### src/core/ptcc_pkg.sv
// Purpose: Constants for the timer channel control and status block
// Assumes: APB with 32-bit data, one aligned word per register
// Notes:   Register offsets are byte addresses
package ptcc_pkg;
  // Register byte offsets
  localparam logic [7:0] OFF_CLOCK_CONTROL   = 8'h00;
  localparam logic [7:0] OFF_COUNTER_CONTROL = 8'h04;
  localparam logic [7:0] OFF_MAXIMUM_COUNT   = 8'h08;
  localparam logic [7:0] OFF_COUNTER_VALUE   = 8'h0C;
  localparam logic [7:0] OFF_COUNTER_STATUS  = 8'h10;
  // clock_control fields
  localparam int CLK_SRC_LSB   = 0;
  localparam int CLK_DIV_LSB   = 4;
  localparam int DBG_RUN_BIT   = 8;
  // counter_control fields
  localparam int CH_EN_BIT     = 0;
  localparam int PRELOAD_BIT   = 1;
  localparam int RUN_BIT       = 2;
  localparam int ONE_SHOT_BIT  = 3;
  localparam int DIR_LSB       = 4;
  localparam int MAX_BUSY_BIT  = 8;
  // counter_status fields
  localparam int ACTIVE_BIT    = 0;
  localparam int UPDOWN_BIT    = 1;
  localparam int CAP_LSB       = 2;
  // Clock source codes
  localparam logic [2:0] SRC_IRC   = 3'h0;
  localparam logic [2:0] SRC_LOW   = 3'h1;
  localparam logic [2:0] SRC_HIGH  = 3'h2;
  localparam logic [2:0] SRC_EXT   = 3'h3;
  localparam logic [2:0] SRC_IN0   = 3'h4;
  localparam logic [2:0] SRC_IN1   = 3'h5;
  localparam logic [2:0] SRC_IN0_N = 3'h6;
  localparam logic [2:0] SRC_IN1_N = 3'h7;
  localparam logic [3:0] DIV_LOW_LIMIT = 4'h8;
  localparam logic [3:0] DIV_NONE      = 4'hF;
  // Count directions
  localparam logic [1:0] DIR_UP     = 2'h0;
  localparam logic [1:0] DIR_DOWN   = 2'h1;
  localparam logic [1:0] DIR_UPDOWN = 2'h2;
  // Reset values
  localparam logic [15:0] MAX_RESET = 16'hFFFF;
  localparam logic [15:0] CNT_RESET = 16'h0000;
  // Maximum value transfer from staging to working register
  localparam int MAX_LOAD_CYCLES = 2;
  typedef enum logic [1:0] {
    ML_IDLE = 2'b00,
    ML_WAIT = 2'b01,
    ML_COPY = 2'b11
  } ptcc_mload_t;
endpackage

### src/core/ptcc_top.sv
// Purpose: Control/status registers and counter of one 16-bit up/down timer channel
// Assumes: All inputs synchronous to pclk; source inputs are levels sampled each pclk
// Notes:   APB slave answers with no wait state; counter ticks are pclk enables
// Function
// - Debug-run bit keeps channel clock in debug
// - Three-bit field selects counter clock source
// - Divider is two to the field value for RC and high-speed sources
// - Absent clock sources cannot be selected
// - Max-load-pending reads 1 during max transfer
// - Direction field and single-pass bit select mode
// - Run bit starts, stops, reads counting state
// - One-shot end clears run bit itself
// - Preload clears counter, or loads max downward
// - Preload bit reads 1 while reset pending
// - Channel enable gates clock, preload, run start
// - Maximum register resets to all ones
// - Counter value register reads live count
// - Status bits mirror capture pin levels
// - Direction status reads 1 when counting up
// - Active status reads 1 while operating
// - Absent capture pins read as 0
//
// Our own choices: the placing of the registers and register access over APB.
`timescale 1ns/1ps
`default_nettype none
module ptcc_top
  import ptcc_pkg::*;
#(
  parameter logic [7:0] SRC_PRESENT = 8'hFF,
  parameter logic [5:0] CAP_PRESENT = 6'h3F
) (
  // Clock and reset
  input  wire logic        pclk,
  input  wire logic        presetn,
  // APB slave
  input  wire logic        psel,
  input  wire logic        penable,
  input  wire logic        pwrite,
  input  wire logic [7:0]  paddr,
  input  wire logic [31:0] pwdata,
  output logic      [31:0] prdata,
  output logic             pready,
  output logic             pslverr,
  // Clock sources and system state
  input  wire logic        internal_rc_oscillator,
  input  wire logic        low_speed_oscillator,
  input  wire logic        high_speed_oscillator,
  input  wire logic        external_clock_source,
  input  wire logic        external_count_input_0,
  input  wire logic        external_count_input_1,
  input  wire logic        debug_mode,
  // Capture pins
  input  wire logic [5:0]  capture_input_pin,
  // Channel outputs
  output logic             channel_clock_gate,
  output logic             counter_max_pulse,
  output logic             counter_zero_pulse
);

  function automatic logic [14:0] div_mask(input logic [3:0] n);
    div_mask = 15'((16'h0001 << n) - 16'h0001);
  endfunction

  function automatic logic is_addr(input logic [7:0] a, input logic [7:0] off);
    is_addr = (a == off);
  endfunction

  logic [2:0]  clock_source_select_r;
  logic [3:0]  clock_divide_select_r;
  logic        debug_run_enable_r;
  logic        channel_enable_r;
  logic        run_r;
  logic        preload_r;
  logic        single_pass_select_r;
  logic [1:0]  count_direction_select_r;
  logic [15:0] max_count_value_r;
  logic [15:0] max_stage_r;
  logic [15:0] counter_value_field_r;
  logic        dir_up_r;
  logic        src_prev_r;
  logic [14:0] presc_r;
  logic [1:0]  ml_cnt_r;
  ptcc_mload_t ml_state_r;

  logic        wr_acc;
  logic        setup;
  logic        en_nxt;
  logic        clk_ok;
  logic        src_lvl;
  logic        src_edge;
  logic [3:0]  eff_div;
  logic        cnt_tick;
  logic        at_max;
  logic        at_zero;
  logic        max_busy;
  logic        active;
  logic        mapped;
  logic [31:0] rd_nxt;

  assign setup    = psel && !penable;
  assign wr_acc   = psel && penable && pready && pwrite;
  assign en_nxt   = (wr_acc && is_addr(paddr, OFF_COUNTER_CONTROL)) ? pwdata[CH_EN_BIT]
                                                                   : channel_enable_r;
  assign clk_ok   = channel_enable_r && (!debug_mode || debug_run_enable_r);
  assign max_busy = (ml_state_r != ML_IDLE);
  assign active   = run_r || max_busy;
  assign at_max   = (counter_value_field_r == max_count_value_r);
  assign at_zero  = (counter_value_field_r == CNT_RESET);

  // Source selection; inverted inputs count on the falling edge
  always_comb begin
    unique case (clock_source_select_r)
      SRC_IRC:   src_lvl = internal_rc_oscillator;
      SRC_LOW:   src_lvl = low_speed_oscillator;
      SRC_HIGH:  src_lvl = high_speed_oscillator;
      SRC_EXT:   src_lvl = external_clock_source;
      SRC_IN0:   src_lvl = external_count_input_0;
      SRC_IN1:   src_lvl = external_count_input_1;
      SRC_IN0_N: src_lvl = !external_count_input_0;
      SRC_IN1_N: src_lvl = !external_count_input_1;
    endcase
  end

  // Low-speed source stops dividing past 1/256 and is undivided at the top code
  always_comb begin
    unique case (clock_source_select_r)
      SRC_IRC, SRC_HIGH: eff_div = clock_divide_select_r;
      SRC_LOW: begin
        if (clock_divide_select_r == DIV_NONE) begin
          eff_div = 4'h0;
        end else if (clock_divide_select_r > DIV_LOW_LIMIT) begin
          eff_div = DIV_LOW_LIMIT;
        end else begin
          eff_div = clock_divide_select_r;
        end
      end
      default: eff_div = 4'h0;
    endcase
  end

  assign src_edge = src_lvl && !src_prev_r;
  assign cnt_tick = src_edge && clk_ok && run_r &&
                    ((presc_r & div_mask(eff_div)) == div_mask(eff_div));

  always_ff @(posedge pclk or negedge presetn) begin
    if (!presetn) begin
      src_prev_r <= 1'b0;
      presc_r    <= 15'h0000;
    end else begin
      src_prev_r <= src_lvl;
      if (src_edge && clk_ok && run_r) begin
        presc_r <= presc_r + 15'h0001;
      end
    end
  end

  // clock_control register
  always_ff @(posedge pclk or negedge presetn) begin
    if (!presetn) begin
      clock_source_select_r <= SRC_IRC;
      clock_divide_select_r <= 4'h0;
      debug_run_enable_r    <= 1'b0;
    end else if (wr_acc && is_addr(paddr, OFF_CLOCK_CONTROL)) begin
      if (SRC_PRESENT[pwdata[CLK_SRC_LSB +: 3]]) begin
        clock_source_select_r <= pwdata[CLK_SRC_LSB +: 3];
      end
      clock_divide_select_r <= pwdata[CLK_DIV_LSB +: 4];
      debug_run_enable_r    <= pwdata[DBG_RUN_BIT];
    end
  end

  // counter_control mode bits and enable
  always_ff @(posedge pclk or negedge presetn) begin
    if (!presetn) begin
      channel_enable_r         <= 1'b0;
      single_pass_select_r     <= 1'b0;
      count_direction_select_r <= DIR_UP;
    end else if (wr_acc && is_addr(paddr, OFF_COUNTER_CONTROL)) begin
      channel_enable_r         <= pwdata[CH_EN_BIT];
      single_pass_select_r     <= pwdata[ONE_SHOT_BIT];
      count_direction_select_r <= pwdata[DIR_LSB +: 2];
    end
  end

  // Run bit; software start needs enable, one-shot end clears it
  always_ff @(posedge pclk or negedge presetn) begin
    if (!presetn) begin
      run_r <= 1'b0;
    end else if (wr_acc && is_addr(paddr, OFF_COUNTER_CONTROL)) begin
      run_r <= pwdata[RUN_BIT] && en_nxt;
    end else if (cnt_tick && single_pass_select_r) begin
      if ((count_direction_select_r == DIR_UP && at_max) ||
          (count_direction_select_r != DIR_UP && at_zero && !dir_up_r)) begin
        run_r <= 1'b0;
      end
    end
  end

  // Preload request, held one cycle so it reads back as in progress
  always_ff @(posedge pclk or negedge presetn) begin
    if (!presetn) begin
      preload_r <= 1'b0;
    end else begin
      preload_r <= wr_acc && is_addr(paddr, OFF_COUNTER_CONTROL) &&
                   pwdata[PRELOAD_BIT] && en_nxt;
    end
  end

  // Maximum value: staged on write, copied after a fixed delay while enabled
  always_ff @(posedge pclk or negedge presetn) begin
    if (!presetn) begin
      max_stage_r       <= MAX_RESET;
      max_count_value_r <= MAX_RESET;
      ml_state_r        <= ML_IDLE;
      ml_cnt_r          <= 2'h0;
    end else begin
      unique case (ml_state_r)
        ML_IDLE: begin
          if (wr_acc && is_addr(paddr, OFF_MAXIMUM_COUNT)) begin
            max_stage_r <= pwdata[15:0];
            ml_cnt_r    <= 2'h0;
            ml_state_r  <= ML_WAIT;
          end
        end
        ML_WAIT: begin
          if (channel_enable_r) begin
            if (ml_cnt_r == 2'(MAX_LOAD_CYCLES - 1)) begin
              ml_state_r <= ML_COPY;
            end else begin
              ml_cnt_r <= ml_cnt_r + 2'h1;
            end
          end
        end
        ML_COPY: begin
          max_count_value_r <= max_stage_r;
          ml_state_r        <= ML_IDLE;
        end
      endcase
    end
  end

  // Counter and direction
  always_ff @(posedge pclk or negedge presetn) begin
    if (!presetn) begin
      counter_value_field_r <= CNT_RESET;
      dir_up_r              <= 1'b1;
    end else if (preload_r) begin
      if (count_direction_select_r == DIR_DOWN) begin
        counter_value_field_r <= max_count_value_r;
        dir_up_r              <= 1'b0;
      end else begin
        counter_value_field_r <= CNT_RESET;
        dir_up_r              <= 1'b1;
      end
    end else if (cnt_tick) begin
      unique case (count_direction_select_r)
        DIR_UP: begin
          dir_up_r <= 1'b1;
          if (at_max) begin
            if (!single_pass_select_r) counter_value_field_r <= CNT_RESET;
          end else begin
            counter_value_field_r <= counter_value_field_r + 16'h0001;
          end
        end
        DIR_DOWN: begin
          dir_up_r <= 1'b0;
          if (at_zero) begin
            if (!single_pass_select_r) counter_value_field_r <= max_count_value_r;
          end else begin
            counter_value_field_r <= counter_value_field_r - 16'h0001;
          end
        end
        DIR_UPDOWN: begin
          if (dir_up_r && at_max) begin
            dir_up_r              <= 1'b0;
            counter_value_field_r <= counter_value_field_r - 16'h0001;
          end else if (!dir_up_r && at_zero) begin
            if (!single_pass_select_r) begin
              dir_up_r              <= 1'b1;
              counter_value_field_r <= counter_value_field_r + 16'h0001;
            end
          end else if (dir_up_r) begin
            counter_value_field_r <= counter_value_field_r + 16'h0001;
          end else begin
            counter_value_field_r <= counter_value_field_r - 16'h0001;
          end
        end
        // Reserved direction code holds the count
        default: counter_value_field_r <= counter_value_field_r;
      endcase
    end
  end

  // Read mux; unused upper bits are constant zero
  always_comb begin
    rd_nxt = 32'h0000_0000;
    mapped = 1'b1;
    unique case (paddr)
      OFF_CLOCK_CONTROL: begin
        rd_nxt[CLK_SRC_LSB +: 3] = clock_source_select_r;
        rd_nxt[CLK_DIV_LSB +: 4] = clock_divide_select_r;
        rd_nxt[DBG_RUN_BIT]      = debug_run_enable_r;
      end
      OFF_COUNTER_CONTROL: begin
        rd_nxt[CH_EN_BIT]    = channel_enable_r;
        rd_nxt[PRELOAD_BIT]  = preload_r;
        rd_nxt[RUN_BIT]      = run_r;
        rd_nxt[ONE_SHOT_BIT] = single_pass_select_r;
        rd_nxt[DIR_LSB +: 2] = count_direction_select_r;
        rd_nxt[MAX_BUSY_BIT] = max_busy;
      end
      OFF_MAXIMUM_COUNT: rd_nxt[15:0] = max_count_value_r;
      OFF_COUNTER_VALUE: rd_nxt[15:0] = counter_value_field_r;
      OFF_COUNTER_STATUS: begin
        rd_nxt[CAP_LSB +: 6] = capture_input_pin & CAP_PRESENT;
        rd_nxt[UPDOWN_BIT]   = dir_up_r;
        rd_nxt[ACTIVE_BIT]   = active;
      end
      default: mapped = 1'b0;
    endcase
  end

  // APB answer: no wait state, read data sampled in the setup cycle
  always_ff @(posedge pclk or negedge presetn) begin
    if (!presetn) begin
      pready  <= 1'b0;
      pslverr <= 1'b0;
      prdata  <= 32'h0000_0000;
    end else begin
      pready  <= setup;
      pslverr <= setup && !mapped;
      if (setup) begin
        prdata <= pwrite ? 32'h0000_0000 : rd_nxt;
      end
    end
  end

  // Channel outputs
  always_ff @(posedge pclk or negedge presetn) begin
    if (!presetn) begin
      channel_clock_gate <= 1'b0;
      counter_max_pulse  <= 1'b0;
      counter_zero_pulse <= 1'b0;
    end else begin
      channel_clock_gate <= clk_ok;
      counter_max_pulse  <= cnt_tick && at_max;
      counter_zero_pulse <= cnt_tick && at_zero;
    end
  end
endmodule
`default_nettype wire

### config.mk
export PLATFORM = sky130hd
export DESIGN_NAME = ptcc_top
export DESIGN_NICKNAME = d
export VERILOG_FILES = /design/src/core/ptcc_pkg.sv /design/src/core/ptcc_top.sv
export SDC_FILE = /design/constraint.sdc
export NUM_CORES = 1
export LEC_CHECK = 0
export ABC_AREA = 1
export BUFFER_PORTS_ARGS = -buffer_cell sky130_fd_sc_hd__clkbuf_2
export CAP_MARGIN = 20
export CORE_MARGIN = 2
export CORE_UTILIZATION = 55
export DETAILED_ROUTE_END_ITERATION = 8
export HOLD_SLACK_MARGIN = 0.15
export PLACE_DENSITY = 0.85
export SLEW_MARGIN = 0
export SYNTH_ARGS = -nofsm -noshare
export SYNTH_HDL_FRONTEND = slang
export SYNTH_SLANG_ARGS = --single-unit
### constraint.sdc
create_clock -name pclk -period 3.28 [get_ports pclk]
set_clock_uncertainty 0.1 [all_clocks]
set_input_delay 0 -clock pclk [delete_from_list [all_inputs] [get_ports pclk]]
set_output_delay 0 -clock pclk [all_outputs]
set_load 0.005 [all_outputs]
After elaboration in Yosys (flattened, before gate mapping). Memory sizes are Yosys's and may differ from the RTL's. Cells that the tools add are included.

Flip-flop bits (word level): 120. Latch bits: 0. Memory bits (writable): 0. Memory bits (read-only): 8. Input port bits: 58. Output and inout port bits: 37. Memories kept: 1.

Add/sub/neg operators: 5. $mul: 0. Div/mod/pow operators: 0. $lt $le $gt $ge: 2. Equal/unequal tests: 28. Shift operators: 1. Mux-type cells: 44. Bitwise operators: 1. Reductions and logical operators: 55.

Memories: (no name shown) (words 8, width 1, read ports 1, clocked after Yosys merged registers in 0, wr ports 0, RTL line ptcc_top.sv:164) `if (SRC_PRESENT[pwdata[CLK_SRC_LSB +: 3]]) begin`.

Operators by type and width (number): $mux 16 (12); $pmux 16 s3 (1); $logic_and 1x1->1 (24); $add 16x1->16 const B (1); $eq 16x16->1 (1); $eq 8x4->1 const B (2); $logic_not 16->1 (1); $ne 4x4->1 const B (4); $sub 16x1->16 const B (1); $add 15x1->15 const B (1); $and 15x15->15 (1); $eq 15x15->1 (1); $pmux 3 s5 (1); $shl 1x4->15 const A (1); $sub 15x1->15 const B (1); $pmux 7 s2 (1); $eq 3x3->1 const B (4); $mux 1 (12); $mux 2 (6); $reduce_bool 2->1 (6); $pmux 2 s5 (1); $eq 8x3->1 const B (1); $eq 8x5->1 const B (1); $logic_not 8->1 (1); 29 further kinds (50).

Logic depth before layout (Yosys ltp). Gate-level depths: netlist of the first run.

Word-level depth: 12. Gate-level depth with buffers: 23. Depth with buffers taken out: 21.

Worst setup path after synthesis of the first run. No wires, ideal clock.

Path kind: flip-flop to flip-flop. Start point: register clock_source_select_r[1]. End point: register counter_value_field_r[10]. Setup time: 0.117 ns. Arrival time: 2.425 ns. Setup slack: 0.638 ns. Stages on the path, launching flop included: 23. Path buffers: 1. Period minus slack after synthesis: 2.642 ns. Path through: dfrtp_1 inv_2 nand2_2 nor2_4 nand2_1 nand2_1 nand3_1 inv_2 nand3_1 ha_1 or2_2 nand2_1 nor2_1 nand3_1 nor2_1 nand4_1 nor2_2 nand2_2 nand2_2 nand3_4 buf_6 nand2_1 nand2_1.

Longest elaborated chain between the ends: 10.

Ends and longest elaborated chain: start, declared (RTL line ptcc_top.sv:68) `logic [2:0] clock_source_select_r;`; start signal, assigned (RTL line ptcc_top.sv:165) `clock_source_select_r <= pwdata[CLK_SRC_LSB +: 3];`; $eq 3x2->1 / $logic_not 3->1 (equally long branches) (RTL line ptcc_top.sv:112, ptcc_top.sv:126); $reduce_or 2->1 (RTL line ptcc_top.sv:126) `unique case (clock_source_select_r)`; $pmux 4 s2 (RTL line ptcc_top.sv:126); $shl 1x4->15 (RTL line ptcc_top.sv:61) `div_mask = 15'((16'h0001 << n) - 16'h0001);`; $sub 15x1->15 (RTL line ptcc_top.sv:61); $and 15x15->15 (RTL line ptcc_top.sv:143) `((presc_r & div_mask(eff_div)) == div_mask(eff_div));`; $eq 15x15->1 (RTL line ptcc_top.sv:143); $logic_and 1x1->1 * (RTL line ptcc_top.sv:142) `assign cnt_tick = src_edge && clk_ok && run_r &&`; $reduce_bool 2->1 (no source line) *; $reduce_and 5->1 (no source line) *; end signal, assigned (RTL line ptcc_top.sv:249) `counter_value_field_r <= max_count_value_r;`; end signal, assigned (RTL line ptcc_top.sv:262) `counter_value_field_r <= counter_value_field_r + 16'h0001;`; end signal, assigned (RTL line ptcc_top.sv:268) `if (!single_pass_select_r) counter_value_field_r <= max_count_value_r;`; end, declared (RTL line ptcc_top.sv:78) `logic [15:0] counter_value_field_r;`.

Mark *: on every way between the ends. The rest lies on a longest branch, timed or not. A chain may end at the register's enable or synchronous reset.

Worst setup path in the final report of the first run.
Start point: register counter_value_field_r[0]. End point: register counter_value_field_r[6].

Longest elaborated chain between the ends: 7.

Ends and longest elaborated chain: $sub 16x1->16 (tied with other cells) (RTL line ptcc_top.sv:270, ptcc_top.sv:276, ptcc_top.sv:285); $mux 16 (tied with other cells) (RTL line ptcc_top.sv:282) `end else if (dir_up_r) begin`; $mux 16 (RTL line ptcc_top.sv:277) `end else if (!dir_up_r && at_zero) begin`; $mux 16 (RTL line ptcc_top.sv:274) `if (dir_up_r && at_max) begin`; $pmux 16 s3 (RTL line ptcc_top.sv:256) `unique case (count_direction_select_r)`; $mux 16 (RTL line ptcc_top.sv:255) `end else if (cnt_tick) begin`; $mux 16 (RTL line ptcc_top.sv:247) `end else if (preload_r) begin`.

Several ways; a longest one is shown, not always the timed one. The select of a mux whose other input is x is not followed.

==> out/qor.yml, run 1 <==
outcome:
  status: "finished clean"
critical_path:
  worstPathCellList: "inv_1 > ha_1 > nand3_1 > inv_1 > nand4_1 > nor2_1 > inv_1 > nor2_1 > o311ai_2 > nand3_4 > nand2_2 > nand2_1"
  crit_path_frequent_cell: "inv_1"
  cp-start-kind: "register"
  crit_slowest_cell: "o311ai_2"
  required_ns: 3.43
  r2r-end: "counter_value_field_r[6]$_DFFE_PN0P_"
  critPathMaxStageDelay_ns: 0.89
  startpoint: "counter_value_field_r[0]$_DFFE_PN0P_"
  rr_startpoint: "counter_value_field_r[0]$_DFFE_PN0P_"
  crit_type: "reg2reg"
  crit_arrival_ns: 3.28
  cpLargestDelayFamily: "simple AND/OR/NAND/NOR gates"
  crit_buf_inv: 3
  cp-end-kind: "register"
  ff2ff_setup_slack_ns: 0.15
  ff2ff_path_depth: 12
  crit_end: "counter_value_field_r[6]$_DFFE_PN0P_"
  critical_path_peak_fanout: 8
  cp.depth: 12
yosys:
  yosys_warnings: 0
  async_reset_ff_frac: 1.00
  yosys.area.top_type: "dfrtp_1"
  yosysTopAreaCellShare: 0.261
  syn_area_um2: 6820
  synth-edff-count: 0
  synth_cells: 952
  syn_area_per_cell_um2: 7.16
  seq_area_frac_synth: 0.388
  ys_ff_latch: 104
  ys.flop_type: "dfrtp_1"
  synth.distinct_cells: 45
  netlist_top_cells_area: "dfrtp_1 26%, nand2_1 14%, dfstp_2 13%"
cts:
  clkTransAtPathRegs_ns: 0.07
  numCtsBuffers: 9
  h-tree-depth: 3
  cts_max_path_buffers: 2
  cts_root_buf: "clkbuf_16"
  insertion_delay_ns: 0.37
  cts.sinks: 104
  cts_tree: "done"
layout:
  layoutNonFillerInstCount: 1222
  fin_nets: 1116
  syn2layout_area_growth_pct: 17.1
  diodes: 0
  design_area_um2: 7980
  layout-drive-gt1-share: 0.173
pwr:
  vdd_ir_drop_max_mv: 0.280
  power_density_nw_per_um2: 394
  power.total_mw: 3.14
  p_leak_nw: 3.97
timing:
  finalSetupViolCount: 0
  final_hold_viol_count: 0
  setup_tns_ns: 0
  fmax_mhz: 320
  finalMaxSlewViolations: 0
  worst_pin_slew_ns: 1.03
  whs_ns: 0.185
  period_share: 0.954
  fin_crit_ns: 3.13
  slew_headroom: 0.312
floorplan:
  placementRows: 40
  ios: 95
  core_um2: 12100
  start_util: 0.565
  die-area_um2: 13300
  fp.dieW_um: 115
  die_h_um: 115
place:
  hpwl_mm: 13.8
  dp.cells: 1165
  numPortBuffers: 62
  gp_congestion: 0.995
  placed_cell_area_um2: 7230
routing:
  vias: 6894
  drtPass1Iterations: 6
  viasPerCell: 5.64
  first_iter_violations: 708
  ant_nets: 0
  wire_per_inst_um: 16.3
  drc_errors: 0
  drt_wl_total_mm: 20.0
grt:
  track_usage: 0.305
  overflow: 0
  grt_pass1_vias: 6339
  antenna_found_initial: 0
  grt_max_degree: 68
  grt_first_pass_wirelength_mm: 31.4
run:
  cap_violations: 0
hold_path:
  hp-class: "in2async"
flip-flops by register name, summed over array words and instances (netlist names), 2 cells and up:
register,flops
ml_cnt_r,2
max_count_value_r,16
max_stage_r,16
ml_state_r,2
clock_divide_select_r,4
prdata,16
presc_r,15
count_direction_select_r,2
counter_value_field_r,16
clock_source_select_r,3
metrics by stage:
step,setup slack [ns],utilization
after floorplan,0.638,-
after global placement,0.259,0.600
after detailed placement,0.172,0.600
after CTS,0.125,0.652
after global routing,-0.0532,0.662
final,0.152,0.662
layout by cell type (no fill, tap or decap), types with 12 or more instances in the layout:
cell type and n:
nand4_1 22, buf_4 22, inv_1 124, o21ai_0 74
a21oi_1 19, dfrtp_1 68, o22ai_1 29, nand3_1 71
nand2_2 16, nand2_1 242, xor2_1 32, nor2_1 76
conb_1 16, clkbuf_2 61, nor3_1 12, dfstp_2 33
dlygate4sd3_1 34
power by group:
group,switching [mW],internal (mW),total (mW)
Combinational,0.333,0.183,0.516
Clock,0.534,0.545,1.08
Sequential,0.122,1.43,1.55
Total,0.989,2.16,3.14
cells by family after synthesis:
family	synth area share
other	0.000550
DFF	0.388
adders and majority gates	0.0165
buffers and inverters	0.113
xor gates and xnor gates	0.0450
and+or+nand+nor	0.304
AOI/OAI and AO/OA	0.128
muxes	0.00496
metal layers:
metal,track usage,routed length (um),vias up
met5,0,0,-
met3,0.0648,1980,85
met1,0.391,7850,3158
met2,0.490,9190,394
li1,-,-,3257
met4,0.153,940,0
final cells by class:
type / count / area [um^2]
clock buffer: 10 / 239
clock inverter: 6 / 53.8
fill: 1001 / 4080
inverter: 132 / 495
multi-input combinational: 685 / 3530
sequential: 104 / 2650
tap: 168 / 210
timing repair buffer: 117 / 811
how the worst min path moves through the flow:
stage | startpoint | end | slack [ns] | cells after the start
2_1_floorplan | presetn | channel_clock_gate$_DFF_PN0_ | -0.40 | 0
3_3_place_gp | presetn | counter_value_field_r[11]$_DFFE_PN0P_ | 0.05 | 1
4_1_cts | paddr[2] | pslverr$_DFF_PN0_ | 0.18 | 5
6_report | presetn | counter_value_field_r[11]$_DFFE_PN0P_ | 0.19 | 2
3_5_place_dp | presetn | counter_value_field_r[11]$_DFFE_PN0P_ | 0.06 | 1
5_1_grt | paddr[2] | pslverr$_DFF_PN0_ | 0.24 | 5
what timing repair did:
| action | 4_1_cts | 5_1_grt |
|---|---|---|
| hold buffers | 34 | 0 |
| setup endpoints to repair | 0 | 17 |
| setup buffers | 0 | 6 |
| resized for setup | 0 | 20 |
| endpoints found under the hold margin | 117 | 0 |
Yosys cell counts, types with 6 or more instances:
cell type / instances
nand2_2: 10
o21ai_0: 74
buf_4: 16
inv_1: 124
a21oi_1: 19
nand2_1: 252
dfrtp_1: 71
nand4_1: 22
ha_1: 9
o22ai_1: 29
clkbuf_1: 19
xor2_1: 32
nand3_1: 72
o211ai_1: 6
nor2_1: 77
nor3_1: 12
dfstp_2: 33
buf_2: 7
No activity file was read; power rests on OpenSTA's default activity.
==> run 2: changes to the inputs <==
--- a/config.mk
+++ b/config.mk
@@ -10,6 +10,7 @@
 export CAP_MARGIN = 20
 export CORE_MARGIN = 2
 export CORE_UTILIZATION = 55
+export CTS_BUF_LIST = sky130_fd_sc_hd__clkbuf_2 sky130_fd_sc_hd__clkbuf_4 sky130_fd_sc_hd__clkbuf_8
 export DETAILED_ROUTE_END_ITERATION = 8
 export HOLD_SLACK_MARGIN = 0.15
 export PLACE_DENSITY = 0.85
==> constraint.sdc (replaced) <==
create_clock -name pclk -period 3.28 [get_ports pclk]
set_clock_uncertainty 0.1 [all_clocks]
set_input_delay 0.164 -clock pclk [delete_from_list [all_inputs] [get_ports pclk]]
set_output_delay 0.164 -clock pclk [all_outputs]
set_load 0.005 [all_outputs]
==> out/qor.yml, run 2 (synthesis gave the netlist of run 1 again) <==
timing:
  whs_ns: 0.149
  fin_crit_ns: 3.11
  slew_headroom: 0.461
  finalSetupViolCount: 0
  layout_setup_ws_ns: 0.167
  worst_pin_slew_ns: 0.806
  period_share: 0.949
  finalMaxSlewViolations: 0
  final_hold_viol_count: 0
  fmax_mhz: 321
place:
  dp.cells: 1165
  gp_congestion: 1.06
  numPortBuffers: 62
  hpwl_mm: 13.7
  dp_slack_ns: 0.142
outcome:
  status: "finished clean"
cts:
  h-tree-depth: 3
  clkTransAtPathRegs_ns: 0.11
  cts_max_path_buffers: 2
  cts.sinks: 104
  insertion_delay_ns: 0.40
  numCtsBuffers: 9
  cts_tree: "done"
  cts_root_buf: "clkbuf_8"
floorplan:
  placementRows: 40
  die_h_um: 115
  fp.dieW_um: 115
  start_util: 0.565
  core_um2: 12100
  die-area_um2: 13300
  ios: 95
critical_path:
  cp-end-kind: "register"
  ff2ff_path_depth: 21
  cp-start-kind: "register"
  crit_arrival_ns: 3.30
  crit_type: "reg2reg"
  required_ns: 3.47
  critical_path_peak_fanout: 8
layout:
  seqCellArea_um2: 2650
  layout-drive-gt1-share: 0.178
  syn2layout_area_growth_pct: 15.8
  final_common_cell: "nand2_1"
  n_fill_cell: 1029
  layoutNonFillerInstCount: 1214
  diodes: 0
  multi_input_area_um2: 3560
  fin_nets: 1108
  final_cell_mix: "242 x nand2_1, 124 x inv_1, 75 x nor2_1"
hold_path:
  hp-class: "in2async"
routing:
  wire_per_inst_um: 16.1
  drt_wl_total_mm: 19.6
  first_iter_violations: 719
  ant_nets: 0
  viasPerCell: 5.64
  drtPass1Iterations: 5
  vias: 6849
  drc_errors: 0
grt:
  track_usage: 0.298
  grt_pass1_vias: 6359
  overflow: 0
  grt_first_pass_wirelength_mm: 31.0
  antenna_found_initial: 0
  grt_max_degree: 74
run:
  cap_violations: 0
pwr:
  p_leak_nw: 3.93
  power.total_mw: 2.99
  power_density_nw_per_um2: 379
  vdd_ir_drop_max_mv: 0.311
-- run 2: cell types whose count changed in the layout (fill, tap and decap cells not counted), moves of 2 or more --
cell / before / now
dlygate4sd3_1: 34 / 25
clkbuf_16: 9 / 0
buf_12: 0 / 2
bufinv_16: 0 / 2
clkbuf_8: 1 / 10
-- run 2: timing repair --
action / 4_1_cts / 5_1_grt
endpoints found under the hold margin: 116 / 0
setup endpoints to repair: 0 / 17
gates resized for setup: 0 / 26
hold buffers: 25 / 0
setup buffers: 0 / 7
-- run 2: path summary, 6_finish.rpt --
kind	start	end	slack [ns]
worst max-delay path	clock_source_select_r[1]$_DFFE_PN0P_	counter_value_field_r[0]$_DFFE_PN0P_	0.17
worst min-delay path	presetn	counter_value_field_r[13]$_DFFE_PN0P_	0.15
worst max register to register	clock_source_select_r[1]$_DFFE_PN0P_	counter_value_field_r[0]$_DFFE_PN0P_	0.17
worst min register to register	max_stage_r[9]$_DFFE_PN1P_	max_stage_r[9]$_DFFE_PN1P_	0.38
max in group asynchronous	presetn	max_count_value_r[3]$_DFFE_PN1N_	2.17
min in group pclk	paddr[3]	ml_state_r[0]$_DFFE_PN0P_	0.17
-- run 2: worst max-delay path: stages, from the launching register on --
cell	delay, ns
dfrtp_1	0.41
inv_2	0.08
nand2_2	0.07
nor2_4	0.16
nand2_2	0.10
nand2_4	0.11
nand3_4	0.07
inv_2	0.08
nand3_1	0.07
ha_1	0.28
or2_2	0.09
nand2_1	0.04
nor2_1	0.08
nand3_1	0.07
nor2_1	0.14
nand4_1	0.16
nor2_2	0.22
nand2_2	0.12
nand2_4	0.14
nand3_4	0.22
nand2_2	0.15
nand2_1	0.05
-- run 2: final cells by class --
class	count	share of cell area
multi-input combinational	685	0.450
sequential	104	0.335
timing repair buffer	109	0.0954
inverter	132	0.0627
tap	168	0.0266
clock buffer	11	0.0184
clock inverter	5	0.0111
-- run 2: per-stage QoR --
stage          utilization  area, um^2  setup TNS (ns)
2_1_floorplan            -        6870               0
3_3_place_gp         0.601        7240               0
3_5_place_dp         0.601        7240               0
4_1_cts              0.641        7730               0
5_1_grt              0.655        7900          -0.323
6_report             0.655        7900               0
-- run 2: where the power goes --
part	leakage [nW]	switching, mW	internal (mW)
clock	0.115	0.475	0.468
combinational	2.56	0.327	0.178
sequential	1.25	0.119	1.43
total	3.93	0.922	2.07
-- run 2: per-layer routing --
layer	up-vias	track usage	routed length, um
met3	71	0.0680	1710
li1	3239	-	-
met2	325	0.475	9170
met4	0	0.140	833
met5	-	0	0
met1	3214	0.386	7870
==> run 3: changes to the inputs <==
--- a/config.mk
+++ b/config.mk
@@ -10,10 +10,10 @@
 export CAP_MARGIN = 20
 export CORE_MARGIN = 2
 export CORE_UTILIZATION = 55
-export CTS_BUF_LIST = sky130_fd_sc_hd__clkbuf_2 sky130_fd_sc_hd__clkbuf_4 sky130_fd_sc_hd__clkbuf_8
 export DETAILED_ROUTE_END_ITERATION = 8
 export HOLD_SLACK_MARGIN = 0.15
 export PLACE_DENSITY = 0.85
+export REMOVE_ABC_BUFFERS = 1
 export SLEW_MARGIN = 0
 export SYNTH_ARGS = -nofsm -noshare
 export SYNTH_HDL_FRONTEND = slang
==> out/qor.yml, run 3 (synthesis gave the netlist of run 1 again) <==
place:
  gp_congestion: 0.969
  numPortBuffers: 62
  hpwl_mm: 14.4
pwr:
  power_density_nw_per_um2: 420
  swShare: 0.285
  p_int_mw: 2.35
  p_leak_nw: 3.92
  combPwrFrac: 0.156
  vdd_ir_drop_max_mv: 0.296
  p_clk_frac: 0.375
  power_frac_seq: 0.469
  power.total_mw: 3.29
  p_sw_mw: 0.935
floorplan:
  placementRows: 40
  start_util: 0.565
  fp.dieW_um: 115
  ios: 95
  core_um2: 12100
  die_h_um: 115
  die-area_um2: 13300
hold_path:
  hp-class: "in2reg"
routing:
  first_iter_violations: 800
  drt_wl_total_mm: 20.1
  drtPass1Iterations: 5
  vias: 6782
  viasPerCell: 5.64
  drc_errors: 0
  wire_per_inst_um: 16.7
  ant_nets: 0
grt:
  track_usage: 0.308
  grt_pass1_vias: 6229
  overflow: 0
  grt_max_degree: 54
  grt_first_pass_wirelength_mm: 31.7
  antenna_found_initial: 0
cts:
  insertion_delay_ns: 0.36
  clkTransAtPathRegs_ns: 0.07
  cts_root_buf: "clkbuf_16"
  cts.sinks: 104
  cts_setup_buffers: 0
  cts_max_path_buffers: 2
  cts_tree: "done"
  h-tree-depth: 3
  numCtsBuffers: 9
timing:
  fin_crit_ns: 3.09
  rsz0062_at_grt: "no"
  finalSetupViolCount: 0
  finalMaxSlewViolations: 0
  final_hold_viol_count: 0
  period_share: 0.942
  whs_ns: 0.218
  worst_pin_slew_ns: 0.776
  setup_tns_ns: 0
  slew_headroom: 0.481
  fmax_mhz: 324
critical_path:
  crit_type: "reg2reg"
  cp-start-kind: "register"
  crit_arrival_ns: 3.28
  critical_path_peak_fanout: 9
  cp-end-kind: "register"
  required_ns: 3.47
run:
  cap_violations: 0
layout:
  n_fill_cell: 1083
  diodes: 0
  final_cell_mix: "251 x nand2_1, 124 x inv_1, 76 x nor2_1"
  layout-drive-gt1-share: 0.154
  final_common_cell: "nand2_1"
  syn2layout_area_growth_pct: 14.9
  fin_nets: 1096
outcome:
  status: "finished clean"
[run 3: cell count changes in the layout (fill, tap and decap cells not counted), sizes merged]
cell         change
buf             -10
dlygate4sd3      -2
clkinvlp         -1
inv              -1
clkinv           +1
bufinv           +1
[run 3: path summary, 6_finish.rpt]
check	startpoint	to	slack, ns	cells after the start
worst max-delay path	counter_value_field_r[6]$_DFFE_PN0P_	counter_value_field_r[0]$_DFFE_PN0P_	0.19	11
worst min-delay path	paddr[3]	ml_state_r[0]$_DFFE_PN0P_	0.22	5
worst max register to register	counter_value_field_r[6]$_DFFE_PN0P_	counter_value_field_r[0]$_DFFE_PN0P_	0.19	11
worst min register to register	max_stage_r[12]$_DFFE_PN1P_	max_stage_r[12]$_DFFE_PN1P_	0.38	2
max in group asynchronous	presetn	max_count_value_r[0]$_DFFE_PN1N_	2.04	3
min in group asynchronous	presetn	counter_value_field_r[14]$_DFFE_PN0P_	0.28	2
[run 3: area by class of cell]
class	instances	area, um^2	area share
multi-input combinational	685	3500	0.447
sequential	104	2650	0.338
timing repair buffer	97	646	0.0824
inverter	132	495	0.0633
clock buffer	11	233	0.0297
tap	168	210	0.0268
clock inverter	5	104	0.0133
[run 3: routing by layer]
metal  routed length [um]  up-vias  GRT usage
li1                     -     3220          -
met4                  613        0      0.129
met1                 8390     3180      0.424
met2                 9320      331      0.490
met5                    0        -          0
met3                 1750       51     0.0443
[run 3: repair_timing]
action	CTS	global route
endpoints found under the hold margin	85	0
endpoints found under the setup margin	0	18
hold buffers	23	0
gates resized for setup	0	7
[run 3: critical path: stages, from the launching register on]
cell,delay (ns)
dfrtp_1,0.47
nor2_1,0.17
nand2_1,0.12
nor2_1,0.26
nand4_1,0.27
nor2_1,0.61
inv_1,0.41
o21ai_0,0.26
nand2_1,0.07
o221ai_1,0.08
nand3_1,0.10
nand2_1,0.10
[run 3: through the flow]
step	instance area [um^2]	cells	worst slack, ns	util
floorplan	6600	920	0.692	-
global placement	7220	1162	0.249	0.599
detailed placement	7220	1162	0.185	0.599
CTS	7790	1201	0.167	0.646
global route	7830	1202	0.0172	0.649
finish	7830	1202	0.191	0.649
[run 3: power by group through the flow]
stage	clock [mW]	sequential [mW]	combinational (mW)
after floorplan	0	1.52	0.318
after global placement	0	1.55	0.461
after detailed placement	0	1.56	0.480
after CTS	1.24	1.54	0.509
after global routing	1.29	1.56	0.580
final	1.23	1.54	0.513
